$ cat config.mk
export PLATFORM = sky130hd
export DESIGN_NAME = pdwd_watchdog
export DESIGN_NICKNAME = d
export VERILOG_FILES = /design/src/rtl/pdwd_pkg.sv /design/src/rtl/pdwd_watchdog.sv
export SDC_FILE = /design/constraint.sdc
export NUM_CORES = 1
export LEC_CHECK = 0
export ABC_AREA = 1
export BUFFER_PORTS_ARGS = -buffer_cell sky130_fd_sc_hd__buf_4
export CAP_MARGIN = 20
export CORE_AREA = 2 2 209 211
export CTS_BUF_LIST = sky130_fd_sc_hd__clkbuf_16
export CTS_CLUSTER_DIAMETER = 60
export DETAILED_ROUTE_END_ITERATION = 8
export DIE_AREA = 0 0 211 213
export PLACE_DENSITY = 0.56
export SYNTH_ARGS = -nofsm -noshare
export SYNTH_HDL_FRONTEND = slang
export SYNTH_SLANG_ARGS = --single-unit
$ cat constraint.sdc
create_clock -name core_clk_in -period 15.13 [get_ports core_clk_in]
set_input_delay 1.513 -clock core_clk_in [delete_from_list [all_inputs] [get_ports core_clk_in]]
set_output_delay 1.513 -clock core_clk_in [all_outputs]
set_load 0.02 [all_outputs]
$ cat src/rtl/pdwd_pkg.sv
package pdwd_pkg;
    // Timing
    localparam int CLK_PERIOD_NS = 20;
    localparam int MS_NS = 1000000;
    localparam int TICK_CYCLES = MS_NS / CLK_PERIOD_NS;
    localparam int NCONN = 8;
    // Register offsets
    localparam logic [15:0] A_DI = 16'h0000;
    localparam logic [15:0] A_AI = 16'h00c0;
    localparam logic [15:0] A_DO = 16'h0180;
    localparam logic [15:0] A_AO = 16'h0240;
    localparam logic [15:0] A_STAT_END = 16'h0300;
    localparam logic [15:0] A_CONN_TMO = 16'h0500;
    localparam logic [15:0] A_WD_TMO = 16'h07d0;
    localparam logic [15:0] A_MODE = 16'h07d2;
    localparam logic [15:0] A_REASON = 16'h07d4;
    localparam logic [15:0] A_CMD = 16'h07d6;
    localparam logic [15:0] A_STATUS = 16'h1f3c;
    localparam logic [15:0] A_DIAG_ST = 16'h1f3d;
    localparam logic [15:0] A_DIAG_P1 = 16'h1f3e;
    localparam logic [15:0] A_DIAG_P2 = 16'h1f3f;
    localparam logic [15:0] A_DYN = 16'h1f40;
    // Image indices for the two local words
    localparam logic [9:0] IMG_LOC_IN = 10'h300;
    localparam logic [9:0] IMG_LOC_OUT = 10'h301;
    // Values and reset values
    localparam logic [15:0] TMO_MIN = 16'h00c8;
    localparam logic [15:0] TMO_MAX = 16'hfde8;
    localparam logic [15:0] WD_TMO_RST = 16'h01f4;
    localparam logic [15:0] CONN_TMO_RST = 16'h0000;
    localparam logic [1:0] MODE_ALL_LOW = 2'h0;
    localparam logic [1:0] MODE_RESET = 2'h1;
    localparam logic [1:0] MODE_HOLD = 2'h2;
    localparam logic [15:0] CMD_FORCE = 16'h0001;
    localparam logic [15:0] CMD_ACK = 16'h0002;
    localparam logic [15:0] REASON_NONE = 16'h0000;
    localparam logic [15:0] REASON_USER = 16'h0009;
    localparam logic [15:0] REASON_WD = 16'h000c;
    localparam logic [15:0] REASON_CONN = 16'h000d;
    localparam logic [15:0] DRV_ABORT_CODE = 16'h00aa;
    localparam logic [15:0] TCP_PORT = 16'h01f6;
    localparam int ST_OK_BIT = 0;
    localparam int ST_FAIL_BIT = 1;
    localparam logic [4:0] DIAG_ERR_MASK = 5'h1f;
    // Function and exception codes
    localparam logic [7:0] FC_RD_HOLD = 8'h03;
    localparam logic [7:0] FC_RD_IN = 8'h04;
    localparam logic [7:0] FC_WR_ONE = 8'h06;
    localparam logic [7:0] FC_WR_MULTI = 8'h10;
    localparam logic [7:0] FC_RDWR = 8'h17;
    localparam logic [7:0] EXC_NONE = 8'h00;
    localparam logic [7:0] EXC_FUNC = 8'h01;
    localparam logic [7:0] EXC_ADDR = 8'h02;
    localparam logic [7:0] EXC_VALUE = 8'h03;
    localparam logic [7:0] EXC_FAIL = 8'h04;
    // Carriers
    typedef struct packed {logic write; logic last; logic [7:0] fc; logic [15:0] addr; logic [15:0] wdata;} pdwd_req_t;
    typedef struct packed {logic valid; logic [2:0] conn; logic [7:0] exc; logic [15:0] rdata;} pdwd_resp_t;
    typedef struct packed {logic valid; logic [9:0] addr; logic [15:0] data;} pdwd_img_wr_t;
    typedef enum {WD_INIT, WD_ARMED, WD_FAILED, WD_OFF} pdwd_state_t;
endpackage

$ cat src/rtl/pdwd_watchdog.sv
`timescale 1ns/1ps
// Summary of operation
// - Reset leaves watchdog enabled at 500 ms
// - First output write arms and starts count
// - Each output write restarts count from zero
// - Reads never arm or restart the watchdog
// - Expiry applies fault response, sets failure flag
// - Failure stores its reason code
// - Armed watchdog cannot be stopped by client
// - Output writes blocked until failure acknowledged
// - Acknowledge restarts the watchdog count
// - Timeout programmable 200 to 65000 ms
// - Zero timeout disables only while unarmed
// - Command 0002 acknowledges and clears failure
// - Reason code readable at 2004
// - Reason codes 000C, 000D, 0009
// - Up to eight connections served
// - Static access aborts driver link until reset
// - Table writes serialized by a lock
// - Requests accepted on TCP port 502
// - Function codes 3, 4, 6, 16, 23
// - Dynamic table layout from 8000, inputs read-only
// - Static table four regions, inputs read-only
// - Diagnostic words 7996 to 7999 read-only
// - Fault mode 0, 1 or 2
// - Status bit 1 shows failure present
module pdwd_watchdog #(
    parameter int TICK = pdwd_pkg::TICK_CYCLES,
    parameter int BUS_IN = 4,
    parameter int BUS_OUT = 4
) (
    // Clock and reset
    input wire logic core_clk_in,
    input wire logic rst_in,
    // Modbus request engine
    input wire logic [7:0] req_valid_in,
    input pdwd_pkg::pdwd_req_t req_in [8],
    output logic [7:0] req_ready_out,
    output pdwd_pkg::pdwd_resp_t resp_out,
    input wire logic conn_timeout_in,
    output logic [15:0] conn_tmo_ms_out,
    output logic [15:0] tcp_port_out,
    // Driver interface link
    input wire logic drv_active_in,
    output logic drv_abort_out,
    output logic [15:0] drv_abort_code_out,
    // Local bus process image
    output logic [9:0] img_rd_addr_out,
    input wire logic [15:0] img_rd_data_in,
    output pdwd_pkg::pdwd_img_wr_t img_wr_out,
    input wire logic [15:0] diag_status_in,
    input wire logic [15:0] diag_param1_in,
    input wire logic [15:0] diag_param2_in,
    // Fault response
    output logic net_fail_out,
    output logic net_fail_led_out,
    output logic fault_apply_out,
    output logic [1:0] fault_mode_out
);
    import pdwd_pkg::*;

    pdwd_state_t state;
    logic [15:0] wd_tmo;
    logic [15:0] conn_tmo;
    logic [1:0] mode;
    logic [15:0] reason;
    logic drv_abort;
    logic [15:0] tick_cnt;
    logic [15:0] ms_cnt;
    logic [2:0] rr_ptr;
    logic [2:0] lock_own;
    logic lock_held;
    logic [2:0] pick;
    logic take;
    pdwd_req_t cur;
    logic hit;
    logic wable;
    logic is_out;
    logic is_img;
    logic [9:0] img_idx;
    logic [15:0] off;
    logic fc_ok;
    logic [7:0] exc;
    logic [15:0] rdata;
    logic do_wr;
    logic trigger;
    logic tick;
    logic expire;
    logic ack;
    logic force_fail;
    logic fail_event;

    // Lock owner keeps the grant until its last word, so multi-word writes never interleave
    always_comb
    begin
        logic [2:0] idx;
        idx = 3'h0;
        pick = 3'h0;
        take = 1'b0;
        if (lock_held)
        begin
            pick = lock_own;
            take = req_valid_in[lock_own];
        end
        else
        begin
            for (int k = 0; k < NCONN; k++)
            begin
                idx = rr_ptr + 3'(k);
                if (!take && req_valid_in[idx])
                begin
                    pick = idx;
                    take = 1'b1;
                end
            end
        end
        req_ready_out = 8'h00;
        req_ready_out[pick] = take;
        cur = req_in[pick];
    end

    always_ff @(posedge core_clk_in)
    begin
        if (rst_in)
        begin
            lock_held <= 1'b0;
            lock_own <= 3'h0;
            rr_ptr <= 3'h0;
        end
        else if (take)
        begin
            lock_held <= cur.write && !cur.last;
            lock_own <= pick;
            if (!lock_held)
            begin
                rr_ptr <= pick + 3'h1;
            end
        end
    end

    // Address decode
    always_comb
    begin
        hit = 1'b0;
        wable = 1'b0;
        is_out = 1'b0;
        is_img = 1'b0;
        img_idx = 10'h000;
        off = cur.addr - A_DYN;
        if (cur.addr < A_STAT_END)
        begin
            hit = 1'b1;
            is_img = 1'b1;
            img_idx = cur.addr[9:0];
            wable = cur.addr >= A_DO;
            is_out = cur.addr >= A_DO;
        end
        else if (cur.addr >= A_DYN)
        begin
            if (off == 16'h0000)
            begin
                hit = 1'b1;
                is_img = 1'b1;
                img_idx = IMG_LOC_IN;
            end
            else if (off <= 16'(BUS_IN))
            begin
                hit = 1'b1;
                is_img = 1'b1;
                img_idx = A_DI[9:0] + 10'(off - 16'h0001);
            end
            else if (off == 16'(BUS_IN + 1))
            begin
                hit = 1'b1;
                is_img = 1'b1;
                wable = 1'b1;
                is_out = 1'b1;
                img_idx = IMG_LOC_OUT;
            end
            else if (off <= 16'(BUS_IN + 1 + BUS_OUT))
            begin
                hit = 1'b1;
                is_img = 1'b1;
                wable = 1'b1;
                is_out = 1'b1;
                img_idx = A_DO[9:0] + 10'(off - 16'(BUS_IN + 2));
            end
        end
        else
        begin
            case (cur.addr)
                A_CONN_TMO, A_WD_TMO, A_MODE, A_REASON, A_CMD:
                begin
                    hit = 1'b1;
                    wable = 1'b1;
                end
                A_STATUS, A_DIAG_ST, A_DIAG_P1, A_DIAG_P2:
                begin
                    hit = 1'b1;
                end
                default:
                begin
                    hit = 1'b0;
                end
            endcase
        end
    end

    // Exception priority: function, address, value, then blocked outputs
    always_comb
    begin
        fc_ok = cur.write ? (cur.fc == FC_WR_ONE || cur.fc == FC_WR_MULTI || cur.fc == FC_RDWR)
                          : (cur.fc == FC_RD_HOLD || cur.fc == FC_RD_IN || cur.fc == FC_RDWR);
        exc = EXC_NONE;
        if (!fc_ok)
        begin
            exc = EXC_FUNC;
        end
        else if (!hit || (cur.write && !wable))
        begin
            exc = EXC_ADDR;
        end
        else if (cur.write && cur.addr == A_WD_TMO && cur.wdata == 16'h0000 && state != WD_INIT)
        begin
            exc = EXC_VALUE;
        end
        else if (cur.write && (cur.addr == A_WD_TMO || cur.addr == A_CONN_TMO) && cur.wdata != 16'h0000
                 && (cur.wdata < TMO_MIN || cur.wdata > TMO_MAX))
        begin
            exc = EXC_VALUE;
        end
        else if (cur.write && cur.addr == A_MODE && cur.wdata > 16'(MODE_HOLD))
        begin
            exc = EXC_VALUE;
        end
        else if (cur.write && is_out && state == WD_FAILED)
        begin
            exc = EXC_FAIL;
        end
    end

    assign do_wr = take && cur.write && exc == EXC_NONE;
    assign trigger = do_wr && is_out;
    assign ack = do_wr && cur.addr == A_CMD && cur.wdata == CMD_ACK;
    assign force_fail = do_wr && cur.addr == A_CMD && cur.wdata == CMD_FORCE;
    assign img_rd_addr_out = img_idx;

    // Read data
    always_comb
    begin
        rdata = 16'h0000;
        if (is_img)
        begin
            rdata = img_rd_data_in;
        end
        else
        begin
            case (cur.addr)
                A_CONN_TMO: rdata = conn_tmo;
                A_WD_TMO: rdata = wd_tmo;
                A_MODE: rdata = {14'h0000, mode};
                A_REASON: rdata = reason;
                A_STATUS:
                begin
                    rdata[ST_OK_BIT] = (diag_status_in[4:0] & DIAG_ERR_MASK) == 5'h00;
                    rdata[ST_FAIL_BIT] = state == WD_FAILED;
                end
                A_DIAG_ST: rdata = diag_status_in;
                A_DIAG_P1: rdata = diag_param1_in;
                A_DIAG_P2: rdata = diag_param2_in;
                default: rdata = 16'h0000;
            endcase
        end
    end

    always_ff @(posedge core_clk_in)
    begin
        if (rst_in)
        begin
            resp_out <= '0;
            img_wr_out <= '0;
        end
        else
        begin
            resp_out.valid <= take;
            resp_out.conn <= pick;
            resp_out.exc <= exc;
            resp_out.rdata <= rdata;
            img_wr_out.valid <= do_wr && is_img;
            img_wr_out.addr <= img_idx;
            img_wr_out.data <= cur.wdata;
        end
    end

    // Configuration registers
    always_ff @(posedge core_clk_in)
    begin
        if (rst_in)
        begin
            wd_tmo <= WD_TMO_RST;
            conn_tmo <= CONN_TMO_RST;
            mode <= MODE_RESET;
        end
        else if (do_wr)
        begin
            if (cur.addr == A_WD_TMO)
            begin
                wd_tmo <= cur.wdata;
            end
            if (cur.addr == A_CONN_TMO)
            begin
                conn_tmo <= cur.wdata;
            end
            if (cur.addr == A_MODE)
            begin
                mode <= cur.wdata[1:0];
            end
        end
    end

    // Millisecond time base; it restarts with the count so a trigger gives a full period
    assign tick = tick_cnt == 16'(TICK - 1);
    assign expire = state == WD_ARMED && tick && 17'(ms_cnt) + 17'h00001 >= 17'(wd_tmo) && !trigger;

    always_ff @(posedge core_clk_in)
    begin
        if (rst_in || state != WD_ARMED || trigger)
        begin
            tick_cnt <= 16'h0000;
            ms_cnt <= 16'h0000;
        end
        else if (tick)
        begin
            tick_cnt <= 16'h0000;
            ms_cnt <= ms_cnt + 16'h0001;
        end
        else
        begin
            tick_cnt <= tick_cnt + 16'h0001;
        end
    end

    assign fail_event = expire || conn_timeout_in || force_fail;

    // Watchdog states; a new failure wins over an acknowledge in the same cycle
    always_ff @(posedge core_clk_in)
    begin
        if (rst_in)
        begin
            state <= WD_INIT;
        end
        else if (fail_event)
        begin
            state <= WD_FAILED;
        end
        else
        begin
            case (state)
                WD_INIT:
                begin
                    if (do_wr && cur.addr == A_WD_TMO && cur.wdata == 16'h0000)
                    begin
                        state <= WD_OFF;
                    end
                    else if (trigger && wd_tmo != 16'h0000)
                    begin
                        state <= WD_ARMED;
                    end
                end
                WD_FAILED:
                begin
                    if (ack)
                    begin
                        state <= wd_tmo == 16'h0000 ? WD_OFF : WD_ARMED;
                    end
                end
                default:
                begin
                    state <= state;
                end
            endcase
        end
    end

    always_ff @(posedge core_clk_in)
    begin
        if (rst_in)
        begin
            reason <= REASON_NONE;
            fault_apply_out <= 1'b0;
        end
        else
        begin
            fault_apply_out <= fail_event && state != WD_FAILED;
            if (expire)
            begin
                reason <= REASON_WD;
            end
            else if (conn_timeout_in)
            begin
                reason <= REASON_CONN;
            end
            else if (force_fail)
            begin
                reason <= REASON_USER;
            end
            else if (do_wr && cur.addr == A_REASON)
            begin
                reason <= cur.wdata;
            end
        end
    end

    // The driver link stays refused once aborted; only reset brings it back
    always_ff @(posedge core_clk_in)
    begin
        if (rst_in)
        begin
            drv_abort <= 1'b0;
        end
        else if (take && drv_active_in && cur.addr < A_STAT_END)
        begin
            drv_abort <= 1'b1;
        end
    end

    assign net_fail_out = state == WD_FAILED;
    assign net_fail_led_out = state == WD_FAILED;
    assign fault_mode_out = mode;
    assign conn_tmo_ms_out = conn_tmo;
    assign tcp_port_out = TCP_PORT;
    assign drv_abort_out = drv_abort;
    assign drv_abort_code_out = drv_abort ? DRV_ABORT_CODE : 16'h0000;
endmodule

==> impl_metrics.tcl, run 1 <==
set metrics [dict create \
    drc 0 \
    routed_wire_length_per_instance_um 19.8 \
    crit_path_top_delay_cell "nand2_8" \
    router_iterations_before_antenna_repair 7 \
    clkSlewWorstSetupHoldPaths_ps 80 \
    yosys_most_used_dff "dfxtp_1" \
    cts_inserted_buffers 17 \
    post-route-period-util_pct 63.8 \
    die-width_um 211 \
    antenna_found_initial 8 \
    outcome "finished, final reports clean" \
    fmax_mhz 104 \
    globalRouteTotalUtil_pct 26.4 \
    netlist_instances 2078 \
    grt_util_met1_pct 34.0 \
    design.final.nets 2963 \
    io_pins 539 \
    mappedNetlistArea_um2 12400 \
    hold_violations 0 \
    setup_viol 0 \
    drive_gt1_share_pct 25.2 \
    initial_utilization_pct 29.1 \
    die_area_um2 44900 \
    tritoncts "yes" \
    std_cell_rows 76 \
    postRouteWirelength_um 60900 \
    use_met3_pct 5.78 \
    yosysWarningCount 0 \
    global_route_wire_length_before_repair_um 88800 \
    number_of_drc_markers_in_iteration_0 1089 \
    min_path_type "flip-flop to flip-flop" \
    latest_clock_arrival_within_the_worst_skew_pair_ps 440 \
    clock_sinks 143 \
    slew_headroom_pct 39.5 \
    total_number_of_vias 15300 \
    maxSlewViolCount 0 \
    cell_seen_most_often_among_critical_path_stages "nand2_1" \
    measured_slew_at_the_worst_slew_check_pin_ps 905 \
    cts_setup_buffers 0 \
    gpl.final_weighted_congestion 0.911 \
    synth_enable_flop_cells 0 \
    postSynthAreaPerCell_um2 5.97 \
    cts_hold_buf 0 \
    cts-root-to-sink-buffers 2 \
    grt_most_used_layer "met2" \
    ys_seq_area_share_pct 23.1 \
    critical_path_max_stage_delay_ps 600 \
    h-tree-depth 4 \
    syn2layout_area_growth_pct 36.5 \
    async_reset_ff_share_pct 0 \
    synth-seq-cells 143 \
    critPathRequiredTime_ps 13620 \
    core-area_um2 42700 \
    endpoint_kind "output port" \
    vias_per_cell 4.97 \
    setup.worst_path.class "flip-flop to output port" \
    finalWorstPathRequiredPeriod_ps 9650 \
    number_of_distinct_standard_cells_referenced_by_the_synthesized_netlist 61 \
    cp_data_arrival_time_ps 8140 \
    nFillCells 4684 \
    first_global_vias 14600 \
    grt_start_max_net_pins 93 \
    post_cts_resize_count 0 \
    grt_setup_unrepaired "false" \
    ant_nets 0 \
    cp_max_fo 91 \
    setup_total_negative_slack_ps 0 \
    cap_violations 0 \
    startpoint_type "flip-flop" \
    grt_overflow 0 \
    global_route.usage.met2_pct 43.9 \
    clk_root_buffer_cell "clkbuf_16" \
    port_buffers 505 \
    place_hpwl_um 49700 \
    timing.clock.skew_ps 15.9 \
    die_height_um 213 \
]
[synthesized netlist by cell type (7+ instances only)]
library cell | instances | area share (%)
o22ai_1 | 7 | 0.35
nand2_2 | 10 | 0.50
a21oi_2 | 10 | 0.71
ha_1 | 33 | 3.3
xor2_1 | 31 | 2.2
nand2_1 | 799 | 24
a21oi_1 | 75 | 3.0
o21ai_1 | 13 | 0.52
nor3_1 | 21 | 0.85
buf_6 | 17 | 1.5
buf_4 | 47 | 2.8
a41oi_1 | 8 | 0.56
a221oi_1 | 14 | 0.99
xnor2_1 | 8 | 0.56
nor4_1 | 12 | 0.60
nor2_2 | 12 | 0.60
inv_2 | 13 | 0.39
buf_2 | 27 | 1.1
nand4_1 | 32 | 1.6
clkbuf_1 | 33 | 1.0
o21ai_0 | 90 | 3.6
dfxtp_1 | 143 | 23
nand3b_1 | 21 | 1.3
nor2_4 | 13 | 1.2
nand3_1 | 105 | 4.2
nor2_1 | 198 | 6.0
inv_1 | 175 | 5.3
a211oi_1 | 27 | 1.6
[registers in the layout, summed over array words and instances, names as in the netlist]
signal and flops:
fault_apply_out 1, wd_tmo 16, resp_out 23, drv_abort_out 1, rr_ptr 3, img_wr_out 27
conn_tmo_ms_out 16, tick_cnt 16, ms_cnt 16, reason 16, lock_own 3, fault_mode_out 2
state 2, lock_held 1
[logic make-up (layout without fill, tap and decap cells)]
family,count (synthesis),count (layout),share of synthesized area (%)
buf+inv,319,741,12.4
flops,143,143,23.1
fa+ha+maj,33,33,3.33
compound gates,286,286,14.3
xor+xnor,39,39,2.75
other cells,2,40,0.0605
mux,2,2,0.161
simple gates,1254,1254,43.9
[placed cells by master (no fill, tap or decap), types with 15 or more instances in the layout]
master	Yosys	final
ha_1	33	33
o21ai_0	90	90
nand3b_1	21	21
a211oi_1	27	27
nor2_4	13	15
conb_1	2	33
nand4_1	32	32
dfxtp_1	143	143
clkbuf_16	0	17
nand3_1	105	105
a21oi_1	75	75
buf_4	47	514
inv_1	175	175
nor3_1	21	21
nor2_1	198	196
nand2_1	799	799
xor2_1	31	31
[final timing paths]
kind	startpoint	end	slack, ps	depth (start not counted)
worst max-delay path	rr_ptr[1]	img_rd_addr_out[2]	5480	31
worst min-delay path	tick_cnt[0]	tick_cnt[0]	460	1
worst max register to register	rr_ptr[1]	reason[5]	6440	36
worst min register to register	tick_cnt[0]	tick_cnt[0]	460	1
[final cells by class]
class                           instances  area (um2)  area share, %
Antenna cell                            7        17.5          0.103
Clock inverter                         15         178           1.05
Timing Repair Buffer                  516        3890           23.0
Tap cell                              546         683           4.03
Inverter                              193         729           4.30
Clock buffer                           17         425           2.51
Sequential cell                       143        2860           16.9
Multi-Input combinational cell       1647        8160           48.1
[layer usage]
layer | wire length [um] | vias up
met5 | 0 | -
li1 | - | 7530
met1 | 26100 | 7123
met2 | 28500 | 594
met3 | 4980 | 67
met4 | 1430 | 0
[through the flow]
| step | hold WS (ps) | std cells | util (%) | setup WS (ps) | area (um2) |
|---|---|---|---|---|---|
| 2_1_floorplan | 418 | 2109 | - | 8050 | 12500 |
| 3_3_place_gp | 432 | 3043 | 38.2 | 6320 | 16300 |
| 3_5_place_dp | 440 | 3043 | 38.2 | 6150 | 16300 |
| 4_1_cts | 459 | 3075 | 39.6 | 5660 | 16900 |
| 5_1_grt | 473 | 3082 | 39.7 | 4910 | 16900 |
| 6_report | 456 | 3084 | 39.7 | 5480 | 16900 |
[critical path, delay by kind of cell, from the launching register on]
kind | cells | cell delay, ps
adders and majority gates | 2 | 850
AOI/OAI and AO/OA | 4 | 1130
buffers and inverters | 6 | 1450
DFF | 1 | 580
and+or+nand+nor | 19 | 3550
Power of run 1 is left out: the tool's default activity adds up to more than one toggle a clock period on the data nets, which glitch-free logic cannot reach.
==> run 2, diff against run 1 <==
- ABC_AREA: 1 -> 0
- PLACE_DENSITY: 0.56 -> 0.61
- clock period: 15.13 -> 8.5 ns (I/O delays scaled with it)
==> run 2 against run 1 <==
Against the previous run:
- sequential cell count did not move
- clock skew fell by 4.5 ps
- design area grew 6.4%
- synthesized cell count shrank 19%
- setup slack lost 4900 ps
- die area did not move
- global-route usage is 0.22 points higher
- register-to-register slack got worse by 5100 ps
==> impl_metrics.tcl, run 2 <==
set metrics [dict create \
    min_from "lock_own[1]" \
    nFillCells 4330 \
    cap_violations 0 \
    setup_total_negative_slack_ps 0 \
    min_path_type "flip-flop to flip-flop" \
    synth_enable_flop_cells 0 \
    tritoncts "yes" \
    cts_hold_buf 0 \
    yosys_most_used_dff "dfxtp_1" \
    power-per-cell-area_nw_per_um2 515 \
    fmax_mhz 126 \
    final-seq-area_um2 2860 \
    synth-seq-cells 143 \
    h-tree-depth 4 \
    die_height_um 213 \
    synth_compound_area_share_pct 20.1 \
    timing.clock.skew_ps 11.3 \
    largest_register "img_wr_out" \
    routed_wire_length_per_instance_um 23.0 \
    drive_gt1_share_pct 33.2 \
    placed_cells_incl_taps 2656 \
    yosys.area_share.adder_pct 3.09 \
    place_hpwl_um 49600 \
    first_global_vias 15000 \
    outcome "finished, final reports clean" \
    critPathRequiredTime_ps 7650 \
    hold_violations 0 \
    grt_start_max_net_pins 76 \
    clkSlewWorstSetupHoldPaths_ps 70 \
    post_synth_mux_area_share_pct 15.0 \
    core-area_um2 42700 \
    finalCoreUtilization_pct 42.2 \
    number_of_distinct_standard_cells_referenced_by_the_synthesized_netlist 106 \
    drc 0 \
    finalWorstPathRequiredPeriod_ps 7960 \
    std_cell_rows 76 \
    final_cells 2691 \
    yosysWarningCount 0 \
    crit_path_start "rr_ptr[0]" \
    cp_max_fo 28 \
    mappedNetlistArea_um2 13400 \
    design.final.nets 2575 \
    maxSlewViolCount 0 \
    endpoint_kind "output port" \
    top_regs "img_wr_out: 27 flops, resp_out: 23 flops" \
    final_cell_mix "buf_4, nand3_1, nor2_1" \
    worst_r2r_src "rr_ptr[0]" \
    slew_headroom_pct 21.2 \
    startpoint_type "flip-flop" \
    routed_met2_length_um 29800 \
    port_buffers 505 \
    postSynthAreaPerCell_um2 7.93 \
    worst_vdd_ir_mv 0.343 \
    cts_inserted_buffers 17 \
    antenna_found_initial 1 \
    topRoutingLayerUsed "met4" \
    synth-simple-area-share_pct 28.6 \
    grt_overflow 0 \
    detail_route.wirelength.met1_um 26200 \
    post-route-period-util_pct 93.6 \
    netlist_instances 1683 \
    global_route_wire_length_before_repair_um 91400 \
    most_common_cell_after_layout_fill_and_taps_aside "buf_4" \
    synth.area.top_cells "dfxtp_1, mux2i_1, nand3_1" \
    initial_utilization_pct 31.3 \
    globalRouteTotalUtil_pct 26.7 \
    cts-root-to-sink-buffers 2 \
    vias_per_cell 5.76 \
    synthMostInstantiatedCell "nand3_1" \
    yosys.area_share.xor_xnor_pct 3.48 \
    number_of_drc_markers_in_iteration_0 1449 \
    measured_slew_at_the_worst_slew_check_pin_ps 1170 \
    p_leak_nw 7.88 \
    grt_setup_unrepaired "false" \
    largest_reg_flops 27 \
    met3RoutedLength_um 4120 \
    gpl.final_weighted_congestion 0.956 \
    async_reset_ff_share_pct 0 \
    multi_input_logic_area_um2 9560 \
    syn2layout_area_growth_pct 35.1 \
    total_number_of_vias 15500 \
    setup.worst_path.class "flip-flop to output port" \
    io_pins 539 \
    cp_data_arrival_time_ps 7110 \
    clock_sinks 143 \
    router_iterations_before_antenna_repair 7 \
    post_cts_resize_count 0 \
    postRouteWirelength_um 61800 \
    ant_nets 0 \
    yosys.area.top_type "dfxtp_1" \
    synth_largest_type_area_fraction_pct 21.4 \
    main_combinational_cell_family_by_area_after_synthesis "simple AND/OR/NAND/NOR gates" \
    netlist_top_cells_count "nand3_1, nand2_1, nor2_1, dfxtp_1, mux2i_1" \
    die-width_um 211 \
    cts_setup_buffers 0 \
    worst-r2r-setup-slack_ps 1340 \
    setup_viol 0 \
    latest_clock_arrival_within_the_worst_skew_pair_ps 430 \
    clk_root_buffer_cell "clkbuf_16" \
    die_area_um2 44900 \
    ys_seq_area_share_pct 21.4 \
]
[run 2: final timing paths]
| path | to | depth (start not counted) |
|---|---|---|
| max | img_rd_addr_out[6] | 21 |
| min | lock_own[1] | 2 |
| max reg2reg | tick_cnt[1] | 20 |
| min reg2reg | lock_own[1] | 2 |
[run 2: where the power goes]
group	internal, W	leakage, nW	switching, W	total, W
combinational	0.00257	6.42	0.00515	0.00772
clock	0.000420	0.294	0.000345	0.000765
sequential	0.000754	1.16	0.0000457	0.000800
[run 2: kinds of logic (layout without fill, tap and decap cells)]
group / Yosys count / in the layout
compound gates: 362 / 362
simple gates: 721 / 721
buf+inv: 203 / 632
fa+ha+maj: 33 / 33
xor+xnor: 53 / 53
other cells: 2 / 35
flops: 143 / 143
mux: 166 / 166
[run 2: metal layers]
metal | global-route usage (%) | vias to the layer above
li1 | - | 7137
met1 | 34.2 | 7509
met2 | 45.6 | 748
met3 | 4.72 | 105
met4 | 7.92 | 0
met5 | 0 | -
[run 2: stage by stage]
| step | total power (W) | hold slack, ps | area (um2) | setup slack [ps] |
|---|---|---|---|---|
| 2_1_floorplan | 0.00574 | 445 | 13500 | 1130 |
| 3_3_place_gp | 0.00838 | 473 | 17400 | 962 |
| 3_5_place_dp | 0.00838 | 475 | 17400 | 940 |
| 5_1_grt | 0.00986 | 524 | 18000 | 186 |
| 6_report | 0.00929 | 481 | 18000 | 545 |
| 4_1_cts | 0.00918 | 485 | 18000 | 438 |
[run 2: layout make-up]
class / instances / area share (%)
clock inverter: 15 / 0.895
sequential: 143 / 15.9
timing repair buffer: 553 / 23.1
inverter: 47 / 0.978
antenna: 2 / 0.0278
clock buffer: 17 / 2.36
tap: 546 / 3.79
multi-input combinational: 1368 / 53.0
[run 2: worst max-delay path, stage by stage, from the launching register on]
cell	delay, ps
dfxtp_1	330
inv_1	110
ha_2	610
mux4_2	450
or4_4	530
nor2_1	160
a31oi_1	150
o21a_2	210
a211oi_4	580
buf_4	420
nor3_1	110
buf_4	200
a32oi_1	480
nand3_1	140
o31ai_1	530
a32o_1	370
nand2_1	360
nor2_1	290
o21a_1	180
o21ai_0	100
nor2b_1	150
buf_4	170
No activity file was read; power rests on OpenSTA's default activity.
